===== src/adc_ctrl_map.vh =====
// Register addresses, field positions, reset values and timing counts for the
// extended-control register bank. Assumes inclusion by bare name.
`ifndef ADC_CTRL_MAP_VH
`define ADC_CTRL_MAP_VH

`define ADDR_MAIN_CFG     4'h0
`define ADDR_RSVD_KEEP    4'h1
`define ADDR_OFFSET_TRIM  4'h2
`define ADDR_SCALE_TRIM   4'h3
`define ADDR_SEQ_CTRL     4'h4
`define ADDR_TRIM_VALUES  4'h5
`define ADDR_BIAS_TUNE    4'h6

`define RST_MAIN_CFG      16'h2000
`define RST_RSVD_KEEP     16'h2907
`define RST_OFFSET_TRIM   16'h0000
`define RST_SCALE_TRIM    16'h4000
`define RST_SEQ_CTRL      16'h0B4B
`define RST_TRIM_VALUES   16'h0000
`define RST_BIAS_TUNE     16'h1C2E
`define RST_OFFSET_FIELD  12'h000
`define RST_SCALE_FIELD   15'h4000

`define BIT_CAL_START     15
`define BIT_CLK_PHASE     14
`define BIT_SWING         13
`define BIT_PATTERN       12
`define BIT_PD_I          11
`define BIT_PD_Q          10
`define BIT_SLOW_CLK      8
`define MODE_HI           7
`define MODE_LO           5
`define BIT_DE_ENABLE     7
`define BIT_DE_INPUT      6
`define BIT_DE_TIE        5
`define BIT_SIGNED        4
`define BIT_STAMP         3
`define BIT_SINGLE_RATE   2
`define BIT_OFS_POL       12
`define OFS_SIZE_HI       11
`define SCALE_HI          14
`define BIT_SEQ_SEL       14
`define BIT_VAL_ACCESS    7

`define MODE_NONE         3'h0
`define MODE_INPHASE      3'h4
`define MODE_QUAD         3'h6
`define MODE_TIED         3'h5

// Calibration phase lengths in ns at a 10 ns clock
`define CLK_PERIOD_NS     10
`define CAL_RESET_NS      200
`define CAL_TERM_NS       1000
`define CAL_LIN_NS        2000

`endif


===== src/trim_store.v =====
// Small memory holding one 16-bit calibration result per entry.
// Assumes one clock; read data is registered.
`timescale 1ns/100ps
module trim_store #(
  parameter WIDTH = 16,
  parameter DEPTH = 4,
  parameter AW    = 2
) (
  input  wire             clk,
  input  wire             we,
  input  wire [AW-1:0]    waddr,
  input  wire [WIDTH-1:0] wdata,
  input  wire [AW-1:0]    raddr,
  output reg  [WIDTH-1:0] rdata
);
  reg [WIDTH-1:0] mem [0:DEPTH-1];

  // Write port and registered read; contents undefined at power-on
  always @(posedge clk) begin
    if (we) begin
      mem[waddr] <= wdata;
    end
    rdata <= mem[raddr];
  end
endmodule // trim_store


===== src/adc_ext_ctrl.v =====
// Extended-control register bank with its calibration sequencer and
// decoded mode outputs. Registers hold what the host writes; the
// decoded outputs apply them only in extended control mode.
// Assumes a host presenting one-cycle read and write strobes with a
// 4-bit address, synchronous to I_REF_CLK, and a calibration result
// word that is valid in the last linearity cycle.
// Assumes the antiphase bit comes from a register kept outside.
`timescale 1ns/100ps
`include "adc_ctrl_map.vh"
module adc_ext_ctrl #(
  parameter CAL_RESET_CYC = (`CAL_RESET_NS + `CLK_PERIOD_NS - 1) / `CLK_PERIOD_NS,
  parameter CAL_TERM_CYC  = (`CAL_TERM_NS + `CLK_PERIOD_NS - 1) / `CLK_PERIOD_NS,
  parameter CAL_LIN_CYC   = (`CAL_LIN_NS + `CLK_PERIOD_NS - 1) / `CLK_PERIOD_NS
) (
  input  wire        I_REF_CLK,
  input  wire        I_RESET,
  input  wire        I_EXT_MODE,
  input  wire        I_DEMUX,
  input  wire        I_CAL_PIN,
  input  wire        I_PD_I_PIN,
  input  wire        I_PD_Q_PIN,
  input  wire        I_ANTIPHASE_BIT,
  input  wire        I_WR,
  input  wire        I_RD,
  input  wire [3:0]  I_ADDR,
  input  wire [15:0] I_WDATA,
  input  wire [15:0] I_CAL_RESULT,
  output reg  [15:0] O_RDATA,
  output reg         O_RVALID,
  output reg         O_CAL_BUSY,
  output reg         O_RESET_TRIMS,
  output reg         O_TERM_CAL,
  output reg         O_LIN_CAL,
  output reg         O_CLK_PHASE_90,
  output reg         O_CLK_FALLING,
  output reg         O_HIGH_SWING,
  output reg         O_PATTERN,
  output reg         O_INPHASE_POWER_DOWN,
  output reg         O_QUADRATURE_POWER_DOWN,
  output reg         O_SLOW_CLOCK,
  output reg         O_INPHASE_INTERLEAVE,
  output reg         O_QUADRATURE_INTERLEAVE,
  output reg         O_TIED_INTERLEAVE,
  output reg         O_ANTIPHASE_DUAL_EDGE,
  output reg         O_DUAL_EDGE_INPUT_Q,
  output reg         O_INPUT_TIE,
  output reg         O_SIGNED_FORMAT,
  output reg         O_STAMP_ENABLE,
  output reg         O_SINGLE_RATE,
  output reg         O_MODE_ILLEGAL,
  output reg         O_OFFSET_NEGATIVE,
  output reg  [11:0] O_OFFSET_SIZE,
  output reg  [14:0] O_RANGE_SCALE,
  output reg  [15:0] O_BIAS_TUNE
);
  // Sequencer phases; the full sequence walks all three,
  // the short one goes straight to linearity
  localparam ST_IDLE  = 2'h0;
  localparam ST_RESET = 2'h1;
  localparam ST_TERM  = 2'h2;
  localparam ST_LIN   = 2'h3;

  // Host-visible registers
  reg [15:0] main_cfg_reg;
  reg [15:0] rsvd_keep_reg;
  reg [15:0] offset_trim_reg;
  reg [15:0] scale_trim_reg;
  reg [15:0] seq_ctrl_reg;
  reg [15:0] bias_tune_reg;

  // Sequencer state and phase countdown
  reg [1:0]  state_reg;
  reg [1:0]  state_next;
  reg [15:0] cnt_reg;
  reg [15:0] cnt_next;

  // Trigger edge memory
  reg        trig_prev_reg;
  reg        armed_reg;

  // Read pipeline
  reg        rd_pend_reg;
  reg        rd_mem_reg;
  reg [15:0] rd_hold_reg;

  // Trigger and sequencer nets
  wire        trig_now;
  wire        cal_start;
  wire        cal_done;

  // Host path into the store
  wire        host_val_wr;
  wire        mem_we;
  wire [15:0] mem_wdata;
  wire [15:0] mem_rdata;

  // Mode decode
  wire        ext;
  wire [2:0]  mode_bits;
  wire        mode_legal;

  // Pin and bit ORed; a start needs both low first, so rising edge only
  assign trig_now  = main_cfg_reg[`BIT_CAL_START] | I_CAL_PIN;
  // Triggers during a running calibration are dropped, not queued
  assign cal_start = trig_now & ~trig_prev_reg & armed_reg &
                     (state_reg == ST_IDLE);
  assign cal_done  = (state_reg == ST_LIN) && (cnt_reg == 16'h0000);

  // Host path to stored values only while access bit is set
  assign host_val_wr = I_WR & (I_ADDR == `ADDR_TRIM_VALUES) &
                       seq_ctrl_reg[`BIT_VAL_ACCESS];
  // Sequencer result wins over a host write landing the same cycle
  assign mem_we    = cal_done | host_val_wr;
  assign mem_wdata = cal_done ? I_CAL_RESULT : I_WDATA;

  // One word is enough here; a part with more trimmed elements would
  // widen DEPTH and steer the address from a scan position.
  // Read data is registered, hence the extra cycle on the read path.
  trim_store #(
    .WIDTH (16),
    .DEPTH (1),
    .AW    (1)
  ) u_store (
    .clk   (I_REF_CLK),
    .we    (mem_we),
    .waddr (1'b0),
    .wdata (mem_wdata),
    .raddr (1'b0),
    .rdata (mem_rdata)
  );

  // Register writes; trigger bit is never cleared by hardware
  always @(posedge I_REF_CLK) begin
    if (I_RESET) begin
      main_cfg_reg    <= `RST_MAIN_CFG;
      rsvd_keep_reg   <= `RST_RSVD_KEEP;
      offset_trim_reg <= `RST_OFFSET_TRIM;
      scale_trim_reg  <= `RST_SCALE_TRIM;
      seq_ctrl_reg    <= `RST_SEQ_CTRL;
      bias_tune_reg   <= `RST_BIAS_TUNE;
    end else if (I_WR) begin
      // Address 5 lives in the store; reserved words are kept as written
      // so a host that restores them reads back what it wrote
      case (I_ADDR)
        `ADDR_MAIN_CFG:    main_cfg_reg    <= I_WDATA;
        `ADDR_RSVD_KEEP:   rsvd_keep_reg   <= I_WDATA;
        `ADDR_OFFSET_TRIM: offset_trim_reg <= I_WDATA;
        `ADDR_SCALE_TRIM:  scale_trim_reg  <= I_WDATA;
        `ADDR_SEQ_CTRL:    seq_ctrl_reg    <= I_WDATA;
        `ADDR_BIAS_TUNE:   bias_tune_reg   <= I_WDATA;
        default: ;
      endcase
    end
  end

  // Edge memory; arming needs a low trigger seen after reset, so a
  // trigger already high at release cannot start a calibration
  always @(posedge I_REF_CLK) begin
    if (I_RESET) begin
      trig_prev_reg <= 1'b1;
      armed_reg     <= 1'b0;
    end else begin
      trig_prev_reg <= trig_now;
      if (!trig_now) begin
        armed_reg <= 1'b1;
      end
    end
  end

  // Calibration sequencer next state; counters load length minus one
  // so each phase lasts exactly its parameter in cycles
  always @* begin
    state_next = state_reg;
    cnt_next   = cnt_reg;
    case (state_reg)
      // A start picks the full or the short sequence
      ST_IDLE: begin
        if (cal_start) begin
          if (seq_ctrl_reg[`BIT_SEQ_SEL]) begin
            state_next = ST_RESET;
            cnt_next   = CAL_RESET_CYC[15:0] - 16'h0001;
          end else begin
            state_next = ST_LIN;
            cnt_next   = CAL_LIN_CYC[15:0] - 16'h0001;
          end
        end
      end
      // Trimmed elements back to nominal
      ST_RESET: begin
        if (cnt_reg == 16'h0000) begin
          state_next = ST_TERM;
          cnt_next   = CAL_TERM_CYC[15:0] - 16'h0001;
        end else begin
          cnt_next = cnt_reg - 16'h0001;
        end
      end
      // Input termination trim
      ST_TERM: begin
        if (cnt_reg == 16'h0000) begin
          state_next = ST_LIN;
          cnt_next   = CAL_LIN_CYC[15:0] - 16'h0001;
        end else begin
          cnt_next = cnt_reg - 16'h0001;
        end
      end
      // Linearity trim; result is stored on its last cycle
      ST_LIN: begin
        if (cnt_reg == 16'h0000) begin
          state_next = ST_IDLE;
        end else begin
          cnt_next = cnt_reg - 16'h0001;
        end
      end
      default: begin
        state_next = ST_IDLE;
        cnt_next   = 16'h0000;
      end
    endcase
  end

  // Sequencer state and phase strobes; taken from the next state so
  // busy and the phase levels change on the same edge
  always @(posedge I_REF_CLK) begin
    if (I_RESET) begin
      state_reg     <= ST_IDLE;
      cnt_reg       <= 16'h0000;
      O_CAL_BUSY    <= 1'b0;
      O_RESET_TRIMS <= 1'b0;
      O_TERM_CAL    <= 1'b0;
      O_LIN_CAL     <= 1'b0;
    end else begin
      state_reg     <= state_next;
      cnt_reg       <= cnt_next;
      O_CAL_BUSY    <= (state_next != ST_IDLE);
      O_RESET_TRIMS <= (state_next == ST_RESET);
      O_TERM_CAL    <= (state_next == ST_TERM);
      O_LIN_CAL     <= (state_next == ST_LIN);
    end
  end

  // Read path; the memory word comes one cycle late so answers take two
  always @(posedge I_REF_CLK) begin
    if (I_RESET) begin
      rd_pend_reg <= 1'b0;
      rd_mem_reg  <= 1'b0;
      rd_hold_reg <= 16'h0000;
      O_RDATA     <= 16'h0000;
      O_RVALID    <= 1'b0;
    end else begin
      // Address and access bit are captured with the strobe, so a
      // write in the next cycle does not change the answer
      rd_pend_reg <= I_RD;
      rd_mem_reg  <= (I_ADDR == `ADDR_TRIM_VALUES) & seq_ctrl_reg[`BIT_VAL_ACCESS];
      case (I_ADDR)
        `ADDR_MAIN_CFG:    rd_hold_reg <= main_cfg_reg;
        `ADDR_RSVD_KEEP:   rd_hold_reg <= rsvd_keep_reg;
        `ADDR_OFFSET_TRIM: rd_hold_reg <= offset_trim_reg;
        `ADDR_SCALE_TRIM:  rd_hold_reg <= scale_trim_reg;
        `ADDR_SEQ_CTRL:    rd_hold_reg <= seq_ctrl_reg;
        `ADDR_BIAS_TUNE:   rd_hold_reg <= bias_tune_reg;
        default:           rd_hold_reg <= 16'h0000;
      endcase
      // Data holds between answers; valid is a one-cycle pulse
      O_RVALID <= rd_pend_reg;
      if (rd_pend_reg) begin
        O_RDATA <= rd_mem_reg ? mem_rdata : rd_hold_reg;
      end
    end
  end

  // Settings act only in extended mode; pin mode sees power-on defaults
  // Reserved bits are stored but drive nothing
  assign ext        = I_EXT_MODE;
  assign mode_bits  = main_cfg_reg[`MODE_HI:`MODE_LO];
  assign mode_legal = (mode_bits == `MODE_NONE) || (mode_bits == `MODE_INPHASE) ||
                      (mode_bits == `MODE_QUAD) || (mode_bits == `MODE_TIED);

  // Decoded controls, all registered; reset values equal the pin-mode
  // values, so leaving reset in pin mode shows no extra transition
  always @(posedge I_REF_CLK) begin
    if (I_RESET) begin
      O_CLK_PHASE_90          <= 1'b0;
      O_CLK_FALLING           <= 1'b0;
      O_HIGH_SWING            <= 1'b1;
      O_PATTERN               <= 1'b0;
      O_INPHASE_POWER_DOWN    <= 1'b0;
      O_QUADRATURE_POWER_DOWN <= 1'b0;
      O_SLOW_CLOCK            <= 1'b0;
      O_INPHASE_INTERLEAVE    <= 1'b0;
      O_QUADRATURE_INTERLEAVE <= 1'b0;
      O_TIED_INTERLEAVE       <= 1'b0;
      O_ANTIPHASE_DUAL_EDGE   <= 1'b0;
      O_DUAL_EDGE_INPUT_Q     <= 1'b0;
      O_INPUT_TIE             <= 1'b0;
      O_SIGNED_FORMAT         <= 1'b0;
      O_STAMP_ENABLE          <= 1'b0;
      O_SINGLE_RATE           <= 1'b0;
      O_MODE_ILLEGAL          <= 1'b0;
      O_OFFSET_NEGATIVE       <= 1'b0;
      O_OFFSET_SIZE           <= `RST_OFFSET_FIELD;
      O_RANGE_SCALE           <= `RST_SCALE_FIELD;
      O_BIAS_TUNE             <= `RST_BIAS_TUNE;
    end else begin
      // Non-demux forces 0 degree double rate whatever the bits say
      O_SINGLE_RATE  <= ext & I_DEMUX & main_cfg_reg[`BIT_SINGLE_RATE];
      O_CLK_PHASE_90 <= ext & I_DEMUX & ~main_cfg_reg[`BIT_SINGLE_RATE] &
                        main_cfg_reg[`BIT_CLK_PHASE];
      O_CLK_FALLING  <= ext & I_DEMUX & main_cfg_reg[`BIT_SINGLE_RATE] &
                        main_cfg_reg[`BIT_CLK_PHASE];

      O_HIGH_SWING   <= ext ? main_cfg_reg[`BIT_SWING] : 1'b1;
      O_PATTERN      <= ext & main_cfg_reg[`BIT_PATTERN];

      // Pins stay live in either mode
      O_INPHASE_POWER_DOWN    <= I_PD_I_PIN | (ext & main_cfg_reg[`BIT_PD_I]);
      O_QUADRATURE_POWER_DOWN <= I_PD_Q_PIN | (ext & main_cfg_reg[`BIT_PD_Q]);
      O_SLOW_CLOCK   <= ext & main_cfg_reg[`BIT_SLOW_CLK];

      // Illegal mode codes fall back to non-interleaved
      O_INPHASE_INTERLEAVE    <= ext & (mode_bits == `MODE_INPHASE);
      O_QUADRATURE_INTERLEAVE <= ext & (mode_bits == `MODE_QUAD);
      O_TIED_INTERLEAVE       <= ext & (mode_bits == `MODE_TIED);
      O_ANTIPHASE_DUAL_EDGE   <= ext & (mode_bits == `MODE_NONE) & I_ANTIPHASE_BIT;
      O_DUAL_EDGE_INPUT_Q <= ext & mode_legal & main_cfg_reg[`BIT_DE_ENABLE] &
                             main_cfg_reg[`BIT_DE_INPUT];
      O_INPUT_TIE         <= ext & mode_legal & main_cfg_reg[`BIT_DE_ENABLE] &
                             main_cfg_reg[`BIT_DE_TIE];
      O_MODE_ILLEGAL      <= ext & ~mode_legal;
      O_SIGNED_FORMAT <= ext & main_cfg_reg[`BIT_SIGNED];
      O_STAMP_ENABLE  <= ext & main_cfg_reg[`BIT_STAMP];
      O_OFFSET_NEGATIVE <= ext & offset_trim_reg[`BIT_OFS_POL];

      // Trims pass straight through; reserved upper bits are dropped
      O_OFFSET_SIZE     <= ext ? offset_trim_reg[`OFS_SIZE_HI:0] : `RST_OFFSET_FIELD;
      O_RANGE_SCALE     <= ext ? scale_trim_reg[`SCALE_HI:0] : `RST_SCALE_FIELD;
      O_BIAS_TUNE       <= ext ? bias_tune_reg : `RST_BIAS_TUNE;
    end
  end
endmodule // adc_ext_ctrl


===== config.mk =====
export PLATFORM = sky130hd
export DESIGN_NAME = adc_ext_ctrl
export DESIGN_NICKNAME = d
export VERILOG_FILES = /design/src/trim_store.v /design/src/adc_ext_ctrl.v
export VERILOG_INCLUDE_DIRS = /design/src /design/src/src
export SDC_FILE = /design/constraint.sdc
export NUM_CORES = 1
export LEC_CHECK = 0
export ABC_AREA = 1
export BUFFER_PORTS_ARGS = -buffer_cell sky130_fd_sc_hd__clkbuf_2
export CORE_MARGIN = 3
export CORE_UTILIZATION = 47
export DETAILED_ROUTE_END_ITERATION = 7
export PLACE_DENSITY = 0.68
export RECOVER_POWER = 25
export SLEW_MARGIN = 20
export SYNTH_ARGS = -nofsm -noshare
export SYNTH_HDL_FRONTEND = slang
export SYNTH_SLANG_ARGS = --single-unit

===== constraint.sdc =====
create_clock -name I_REF_CLK -period 4.4 [get_ports I_REF_CLK]
set_input_delay 0.44 -clock I_REF_CLK [delete_from_list [all_inputs] [get_ports I_REF_CLK]]
set_output_delay 0.44 -clock I_REF_CLK [all_outputs]
set_load 0.05 [all_outputs]

==> flow_summary.toml, run 1 <==
[floorplanning]
die_w_microns = 144
ios = 128
die_area_sq_mm = 0.0208
initial_core_util_pct = 48.9
num_rows = 49
core_area_sq_mm = 0.0183
die_h_microns = 144

[clock_tree]
worst_skew_pair.late_latency_ns = 0.52
cts_resized = 0
cts_sinks = 248
hold_buffers = 0
clock_tree.buffer_depth = 3
cts-root-buf = "clkbuf_16"
cts.htree.levels = 1
numCtsBuffers = 25
path_clk_slew_ns = 0.06
postCtsSetupRepairBufs = 0
cts_tree = "built"

[route]
wl_per_cell_microns = 16.6
drt_iter0_markers = 651
vias = 7363
route.detailed.drc = 0
dr.pass1.iters = 5
drtAntennaViolNets = 0
via_per_inst = 5.18
drt-total-wl_microns = 23700

[timing]
period_minus_slack_ns = 2.34
max_freq_mhz = 428
rsz0062_at_grt = "no"
finalHoldViolations = 0
tightest_slew_ns = 2.16
tns_ns = 0
timing.final.crit_share_pct = 53.1
setup-violations-final = 0
drv_slew = 85
max-slew-margin-rel_pct = -44.0
clock_skew_ns = 0.0197

[synthesis]
synth.net_count = 1113
ys_top_cells_by_area = "dfxtp_1 52%, a21oi_1 8.1%, o21ai_0 6.8%, nand2_1 6.4%, inv_1 5.7%"
ys_ff_latch = 248
netlist_area_sq_mm = 0.00896
ys_seq_area_share_pct = 57.2
synth_cell_types = 31
syn_area_per_cell_sq_um = 8.41
synth_area_leader_cell = "dfxtp_1"
synth_top_area_share_pct = 51.8
syn_inst = 1066
yosysWarnings = 0

[critical_path]
cp_slowest_cell = "clkbuf_1"
end_kind = "register"
start_kind = "input port"
cp.required_ns = 4.64
critical-path-top-cell-by-count = "clkbuf_1"
path_max_fanout = 41
critPathKind = "input port to register"
crit_arrival_ns = 2.58
cp_cell_sequence = "clkbuf_1 -> clkbuf_1 -> a31oi_1"
cpPeakStageDelay_ns = 1.57

[outcome]
status = "complete, but fails checks"
violations = "max-capacitance violations, max-slew violations"

[min_path]
min_path_type = "input port to register"

[power_and_ir_drop]
peakVddDrop_mv = 0.357
p_leak_nw = 4.43
finalPower_mw = 5.90
p_per_area_mw_per_mm2 = 559

[global_routing]
overflow = 0
grt_antenna_before_repair = 1
grt_use_total_pct = 22.5
use_met1_pct = 32.5
busiest_layer = "met2"
grt_pass1_wl_microns = 36800
gr-usage-met3_pct = 3.77
met2_usage_pct = 34.4
grt_max_degree = 108
grt_pass1_vias = 6837

[finish]
n_antenna_cell = 0
nets = 1221
mostFrequentLayoutCell = "dfxtp_1"
layout-drive-gt1-share_pct = 17.3
mostFrequentLayoutCells = "232 x dfxtp_1, 153 x nand2_1, 145 x a21oi_1, 135 x inv_1, 126 x clkbuf_2"
synthToLayoutAreaGrowth_pct = 17.7
fillers = 1667

[placed_design]
io_buffers = 127
place.gp.congestion = 0.886
dp_hpwl_microns = 16300

[flow_run]
max_cap_violations = 2
cell type report:
class                           count  area (sq um)  share of cell area [%]
Inverter                          138           518                    4.91
Tap cell                          229           287                    2.72
Timing Repair Buffer              133           672                    6.37
Clock buffer                       35           713                    6.76
Multi-Input combinational cell    628          3100                    29.4
Sequential cell                   248          5120                    48.6
Clock inverter                     11           135                    1.28
synth_stat cells:
| cell type | count |
|---|---|
| a31oi_1 | 16 |
| edfxtp_1 | 16 |
| nor4_1 | 3 |
| buf_6 | 2 |
| nand2_2 | 2 |
| ha_1 | 1 |
| or2_2 | 3 |
| inv_2 | 1 |
| nor3_4 | 1 |
| o21ai_0 | 122 |
| nand2_1 | 153 |
| mux2_4 | 7 |
| inv_1 | 135 |
| nand3_1 | 31 |
| mux2_2 | 9 |
| nand2_4 | 1 |
| nor2_2 | 6 |
| nand3_4 | 1 |
| nor3_1 | 5 |
| o21ai_1 | 1 |
| buf_4 | 1 |
| nor2_1 | 94 |
| a21oi_1 | 145 |
| nand4_1 | 1 |
| dfxtp_1 | 232 |
| nor2_4 | 3 |
| xor2_1 | 4 |
| clkbuf_1 | 40 |
| o22ai_1 | 19 |
| buf_2 | 9 |
| clkinv_1 | 2 |
path summary, 6_finish.rpt:
path,end,from,depth (start not counted),slack (ns)
worst max register to register,cnt_reg[3],cnt_reg[0],10,2.09
worst min-delay path,rd_pend_reg,I_RD,3,0.12
worst min register to register,u_store.rdata[4],u_store.mem[0][4],0,0.34
worst max-delay path,rd_hold_reg[3],I_RESET,3,2.06
through the flow:
stage	hold slack [ns]	cells	util (%)	cell area [sq um]	worst slack, ns
final	0.120	1422	57.5	10500	2.06
after CTS	0.110	1422	57.6	10600	2.10
after detailed placement	0.327	1376	53.0	9710	1.59
after global placement	0.325	1376	53.0	9710	1.73
after floorplan	0.323	1066	-	8960	2.09
after global routing	0.139	1422	57.5	10500	1.86
per-layer routing:
layer	vias to the layer above	wire length, microns
li1	3692	-
met1	3352	10700
met2	270	10400
met3	47	1850
met4	2	742
met5	-	13
cells by family after synthesis:
kind of cell | share of synthesized area [%]
xor+xnor | 0.391
fa+ha+maj | 0.140
flops | 57.2
mux | 2.30
compound gates | 17.4
buf+inv | 8.29
simple gates | 14.3
worst max-delay path, delay by kind of cell:
kind                   cells  cell delay [ns]
AOI/OAI and AO/OA          1             0.34
buffers and inverters      2             1.77
report_power, final:
group,switching (mW),internal (mW)
clock,0.864,1.31
combinational,0.878,0.370
sequential,0.0854,2.39
(Power assumes the default switching activity.)
==> run 2: changes to the inputs <==
--- a/config.mk
+++ b/config.mk
@@ -11,7 +11,7 @@
 export CORE_MARGIN = 3
 export CORE_UTILIZATION = 47
 export DETAILED_ROUTE_END_ITERATION = 7
-export PLACE_DENSITY = 0.68
+export PLACE_DENSITY = 0.7
 export RECOVER_POWER = 25
 export SLEW_MARGIN = 20
 export SYNTH_ARGS = -nofsm -noshare
==> constraint.sdc (replaced) <==
create_clock -name I_REF_CLK -period 2.09 [get_ports I_REF_CLK]
set_input_delay 0.209 -clock I_REF_CLK [delete_from_list [all_inputs] [get_ports I_REF_CLK]]
set_output_delay 0.209 -clock I_REF_CLK [all_outputs]
set_load 0.05 [all_outputs]
==> run 2 against run 1 <==
Compared with the run above: highest routed layer unchanged; sequential power up 110%; via count is 3.1% higher; sequential cell count did not move; the flow now finishes without violations; critical endpoint is now cnt_reg[10].
==> flow_summary.toml, run 2 (synthesis results as in run 1) <==
[outcome]
status = "finished clean"

[floorplanning]
die_h_microns = 144
ios = 128
core_area_sq_mm = 0.0183
num_rows = 49
die_w_microns = 144
die_area_sq_mm = 0.0208
initial_core_util_pct = 48.9

[critical_path]
crit_arrival_ns = 2.38
end_kind = "register"
cp_slowest_cell = "dfxtp_1"
cp.required_ns = 2.54
critPathKind = "register to register"
r2r_cells = 10
start_kind = "register"
cpPeakStageDelay_ns = 0.30
path_max_fanout = 14
cp_cell_sequence = "inv_1 -> ha_1 -> nand2_2 -> nor2_4 -> nand3_4 -> nand2_4 -> inv_2 -> a21oi_1 -> nand2_1 -> nor2_1"

[min_path]
min_path_type = "input port to register"
min_delay_path_depth = 2

[clock_tree]
numCtsBuffers = 25
cts.htree.levels = 1
cts_tree = "built"
cts-root-buf = "clkbuf_16"
worst_skew_pair.late_latency_ns = 0.53
path_clk_slew_ns = 0.06
clock_tree.buffer_depth = 3
cts_sinks = 248

[global_routing]
grt_pass1_vias = 6902
grt_use_total_pct = 23.4
grt_antenna_before_repair = 1
overflow = 0
grt_max_degree = 108
grt_pass1_wl_microns = 37900

[timing]
clock_skew_ns = 0.0195
rsz0062_at_grt = "yes"
max-slew-margin-rel_pct = 30.1
period_minus_slack_ns = 1.93
fin_ws_ns = 0.161
timing.final.crit_share_pct = 92.3
tightest_slew_ns = 1.05
finalHoldViolations = 0
drv_slew = 0
setup-violations-final = 0
max_freq_mhz = 518

[power_and_ir_drop]
p_int_mw = 8.72
p_switching_mw = 4.04
p_per_area_mw_per_mm2 = 1180
p_leak_nw = 4.54
sw_frac_of_total_pct = 31.6
combPwrFrac_pct = 22.1
clkPwrFrac_pct = 37.0
peakVddDrop_mv = 0.693
power_frac_seq_pct = 40.9

[route]
wl_per_cell_microns = 17.3
drtAntennaViolNets = 0
drt_iter0_markers = 648
vias = 7593
route.detailed.drc = 0
drt-total-wl_microns = 24900
dr.pass1.iters = 5
via_per_inst = 5.26

[finish]
stdcell_count = 1444
mostFrequentLayoutCell = "dfxtp_1"
synthToLayoutAreaGrowth_pct = 20.5
n_antenna_cell = 0
mostFrequentLayoutCells = "232 x dfxtp_1, 153 x nand2_1, 145 x a21oi_1, 135 x inv_1, 125 x clkbuf_2"
layout-drive-gt1-share_pct = 18.2
nets = 1243

[placed_design]
place.gp.congestion = 0.929
dp_hpwl_microns = 17200
dp_slack_ns = 0.171
io_buffers = 127
dp_cells = 1390

[flow_run]
max_cap_violations = 0
## run 2: cell type report
cell class | count | area [sq um]
multi-input combinational | 628 | 3100
timing repair buffer | 155 | 873
clock buffer | 32 | 724
inverter | 138 | 518
fill | 1628 | 7540
clock inverter | 14 | 168
tap | 229 | 287
sequential | 248 | 5120
## run 2: stage by stage
stage | hold slack, ns | total power [mW] | TNS, ns | util [%] | cell area, sq um
global placement | 0.326 | 8.07 | 0 | 53.7 | 9850
global route | 0.00365 | 13.3 | -0.196 | 58.9 | 10800
finish | 0.00971 | 12.8 | 0 | 58.9 | 10800
CTS | 0.00206 | 12.8 | 0 | 59.0 | 10800
detailed placement | 0.327 | 8.07 | 0 | 53.7 | 9850
floorplan | 0.316 | 7.33 | 0 | - | 8970
## run 2: path summary, 6_finish.rpt
kind | from | endpoint | slack (ns)
max | cnt_reg[0] | cnt_reg[10] | 0.16
min | I_CAL_RESULT[11] | u_store.mem[0][11] | 0.01
max reg2reg | cnt_reg[0] | cnt_reg[10] | 0.16
min reg2reg | u_store.mem[0][9] | u_store.rdata[9] | 0.34
## run 2: repair_timing
action | CTS | global route
endpoints found under the hold margin | 9 | 0
hold buffers | 8 | 0
endpoints found under the setup margin | 0 | 8
resized for setup | 0 | 0
setup buffers | 0 | 0
## run 2: per-layer routing
| metal | up-vias | track usage (%) | share of wire (%) |
|---|---|---|---|
| met4 | 2 | 6.10 | 2.1 |
| met3 | 40 | 4.03 | 8.6 |
| met2 | 315 | 36.0 | 44 |
| met1 | 3497 | 34.4 | 45 |
| li1 | 3739 | - | - |
| met5 | - | 0 | 0.036 |
## run 2: critical path, delay by kind of cell, from the launching register on
family	cells	cell delay, ns
buffers and inverters	2	0.26
AND/OR/NAND/NOR	6	0.82
adder cells (fa/ha/maj)	1	0.22
AO/OA/AOI/OAI	1	0.25
flip-flops	1	0.30
## run 2: power groups by stage
stage	Combinational, mW	Sequential, mW	Clock, mW
floorplan	1.86	5.47	0
global route	3.14	5.25	4.96
CTS	2.78	5.22	4.78
detailed placement	2.75	5.32	0
finish	2.81	5.22	4.72
global placement	2.75	5.32	0
==> run 3: changes to the inputs <==
--- a/config.mk
+++ b/config.mk
@@ -9,9 +9,10 @@
 export ABC_AREA = 1
 export BUFFER_PORTS_ARGS = -buffer_cell sky130_fd_sc_hd__clkbuf_2
 export CORE_MARGIN = 3
-export CORE_UTILIZATION = 47
+export CORE_UTILIZATION = 51
 export DETAILED_ROUTE_END_ITERATION = 7
-export PLACE_DENSITY = 0.7
+export GPL_ROUTABILITY_DRIVEN = 0
+export PLACE_DENSITY = 0.75
 export RECOVER_POWER = 25
 export SLEW_MARGIN = 20
 export SYNTH_ARGS = -nofsm -noshare
==> run 3 against run 2 <==
Compared with the run above: fmax rose by 2.6%; cell count fell by 0.90%; clock skew fell by 0.012 ns; worst hold slack improved by 0.0075 ns; die area fell by 7.5%; clock power fell by 8.5%; largest cell class unchanged; combinational power fell by 4%; first-iteration DRC count rose by 1.4%; critical path depth fell by 3; sequential power barely moved; cell area fell by 0.94%; largest power group unchanged; critical endpoint is now u_store.mem[0][3].
==> flow_summary.toml, run 3 (synthesis results as in run 1) <==
[critical_path]
cp.required_ns = 2.35
end_kind = "register"
cp_slowest_cell = "mux2_2"
critPathKind = "register to register"
crit_path_start = "cnt_reg[0]"
path_max_fanout = 16
cpPeakStageDelay_ns = 0.37
cp_top_family = "multiplexers"
worstReg2RegStart = "cnt_reg[0]"
start_kind = "register"
crit_arrival_ns = 2.14
cp_cell_sequence = "inv_1 -> ha_1 -> nand2_2 -> nor2_4 -> nand3_4 -> buf_4 -> mux2_2"
path_buf_inv = 2

[finish]
nets = 1244
stdcell_count = 1431
n_antenna_cell = 0
synthToLayoutAreaGrowth_pct = 19.3
mostFrequentLayoutCell = "dfxtp_1"
mostFrequentLayoutCells = "232 x dfxtp_1, 153 x nand2_1, 145 x a21oi_1, 136 x inv_1, 125 x clkbuf_2"
fin_area_sq_mm = 0.0107
layout-drive-gt1-share_pct = 17.3

[global_routing]
grt_max_degree = 108
grt_pass1_vias = 7234
grt_antenna_before_repair = 1
grt_pass1_wl_microns = 38000
overflow = 0
grt_use_total_pct = 24.3

[floorplanning]
initial_core_util_pct = 53.1
core_area_sq_mm = 0.0169
die_h_microns = 139
die_w_microns = 139
ios = 128
num_rows = 47
die_area_sq_mm = 0.0192

[timing]
finalHoldViolations = 0
period_minus_slack_ns = 1.88
max-slew-margin-rel_pct = 20.2
max_freq_mhz = 532
rsz0062_at_grt = "no"
clock_skew_ns = 0.00786
setup-violations-final = 0
timing.final.crit_share_pct = 90.0
tightest_slew_ns = 1.19
fin_ws_ns = 0.209
tns_ns = 0
drv_slew = 0

[route]
route.detailed.drc = 0
via_per_inst = 5.29
drt-total-wl_microns = 23800
wl_per_cell_microns = 16.6
dr.pass1.iters = 6
drtAntennaViolNets = 0
vias = 7564
drt_iter0_markers = 657

[placed_design]
dp_slack_ns = 0.229
dp_cells = 1380
place_area_sq_mm = 0.00983
dp_hpwl_microns = 16600
io_buffers = 127

[clock_tree]
worst_skew_pair.late_latency_ns = 0.51
cts.htree.levels = 1
cts_resized = 0
cts_tree = "built"
numCtsBuffers = 24
clock_tree.buffer_depth = 3
cts-root-buf = "clkbuf_16"
cts_sinks = 248
path_clk_slew_ns = 0.07

[power_and_ir_drop]
clkPwrFrac_pct = 35.3
combPwrFrac_pct = 22.1
peakVddDrop_mv = 0.727
p_leak_nw = 4.51
p_int_mw = 8.44
p_switching_mw = 3.80
sw_frac_of_total_pct = 31.0
finalPower_mw = 12.2
p_per_area_mw_per_mm2 = 1140
power_frac_seq_pct = 42.6

[min_path]
min_path_type = "input port to register"
worstHoldStart = "I_CAL_RESULT[9]"

[outcome]
status = "finished clean"

[flow_run]
max_cap_violations = 0
[run 3: through the flow]
stage	hold WS, ns	util, %
after floorplan	0.316	-
final	0.0172	63.4
after CTS	0.00862	63.5
after global routing	0.0135	63.4
after global placement	0.326	58.2
after detailed placement	0.327	58.2
[run 3: timing repair]
item,4_1_cts,5_1_grt
hold endpoints to repair,12,0
hold buffers,11,0
buffers inserted,0,0
setup endpoints to repair,0,0
[run 3: area by class of cell]
class                      instances  area (sq um)
clock buffer                      33           666
fill                            1398          6180
tap                              220           275
inverter                         138           518
clock inverter                     7           113
sequential                       248          5120
timing repair buffer             157           900
multi-input combinational        628          3100
[run 3: worst paths after layout]
check	end	depth (start not counted)	slack, ns
max reg2reg	u_store.mem[0][3]	7	0.21
min reg2reg	u_store.rdata[15]	0	0.34
max	u_store.mem[0][3]	7	0.21
min	u_store.mem[0][9]	2	0.02
[run 3: power by group through the flow]
stage | clock [mW] | combinational, mW | sequential, mW
after floorplan | 0 | 1.86 | 5.47
after global placement | 0 | 2.60 | 5.30
after detailed placement | 0 | 2.66 | 5.31
after CTS | 4.38 | 2.69 | 5.21
after global routing | 4.54 | 3.04 | 5.24
final | 4.32 | 2.70 | 5.21
[run 3: per-layer routing]
metal / up-vias / global-route usage (%) / share of wire, %
met4: 2 / 7.96 / 3.6
met5: - / 0 / 0.050
met1: 3457 / 34.8 / 45
met2: 312 / 37.8 / 44
li1: 3734 / - / -
met3: 59 / 4.03 / 8.1
[run 3: worst reg2reg max path, delay by kind of cell, from the launching register on]
kind	cells	cell delay, ns
flip-flops	1	0.33
buffers and inverters	2	0.36
multiplexers	1	0.37
adder cells (fa/ha/maj)	1	0.24
AND/OR/NAND/NOR	3	0.32
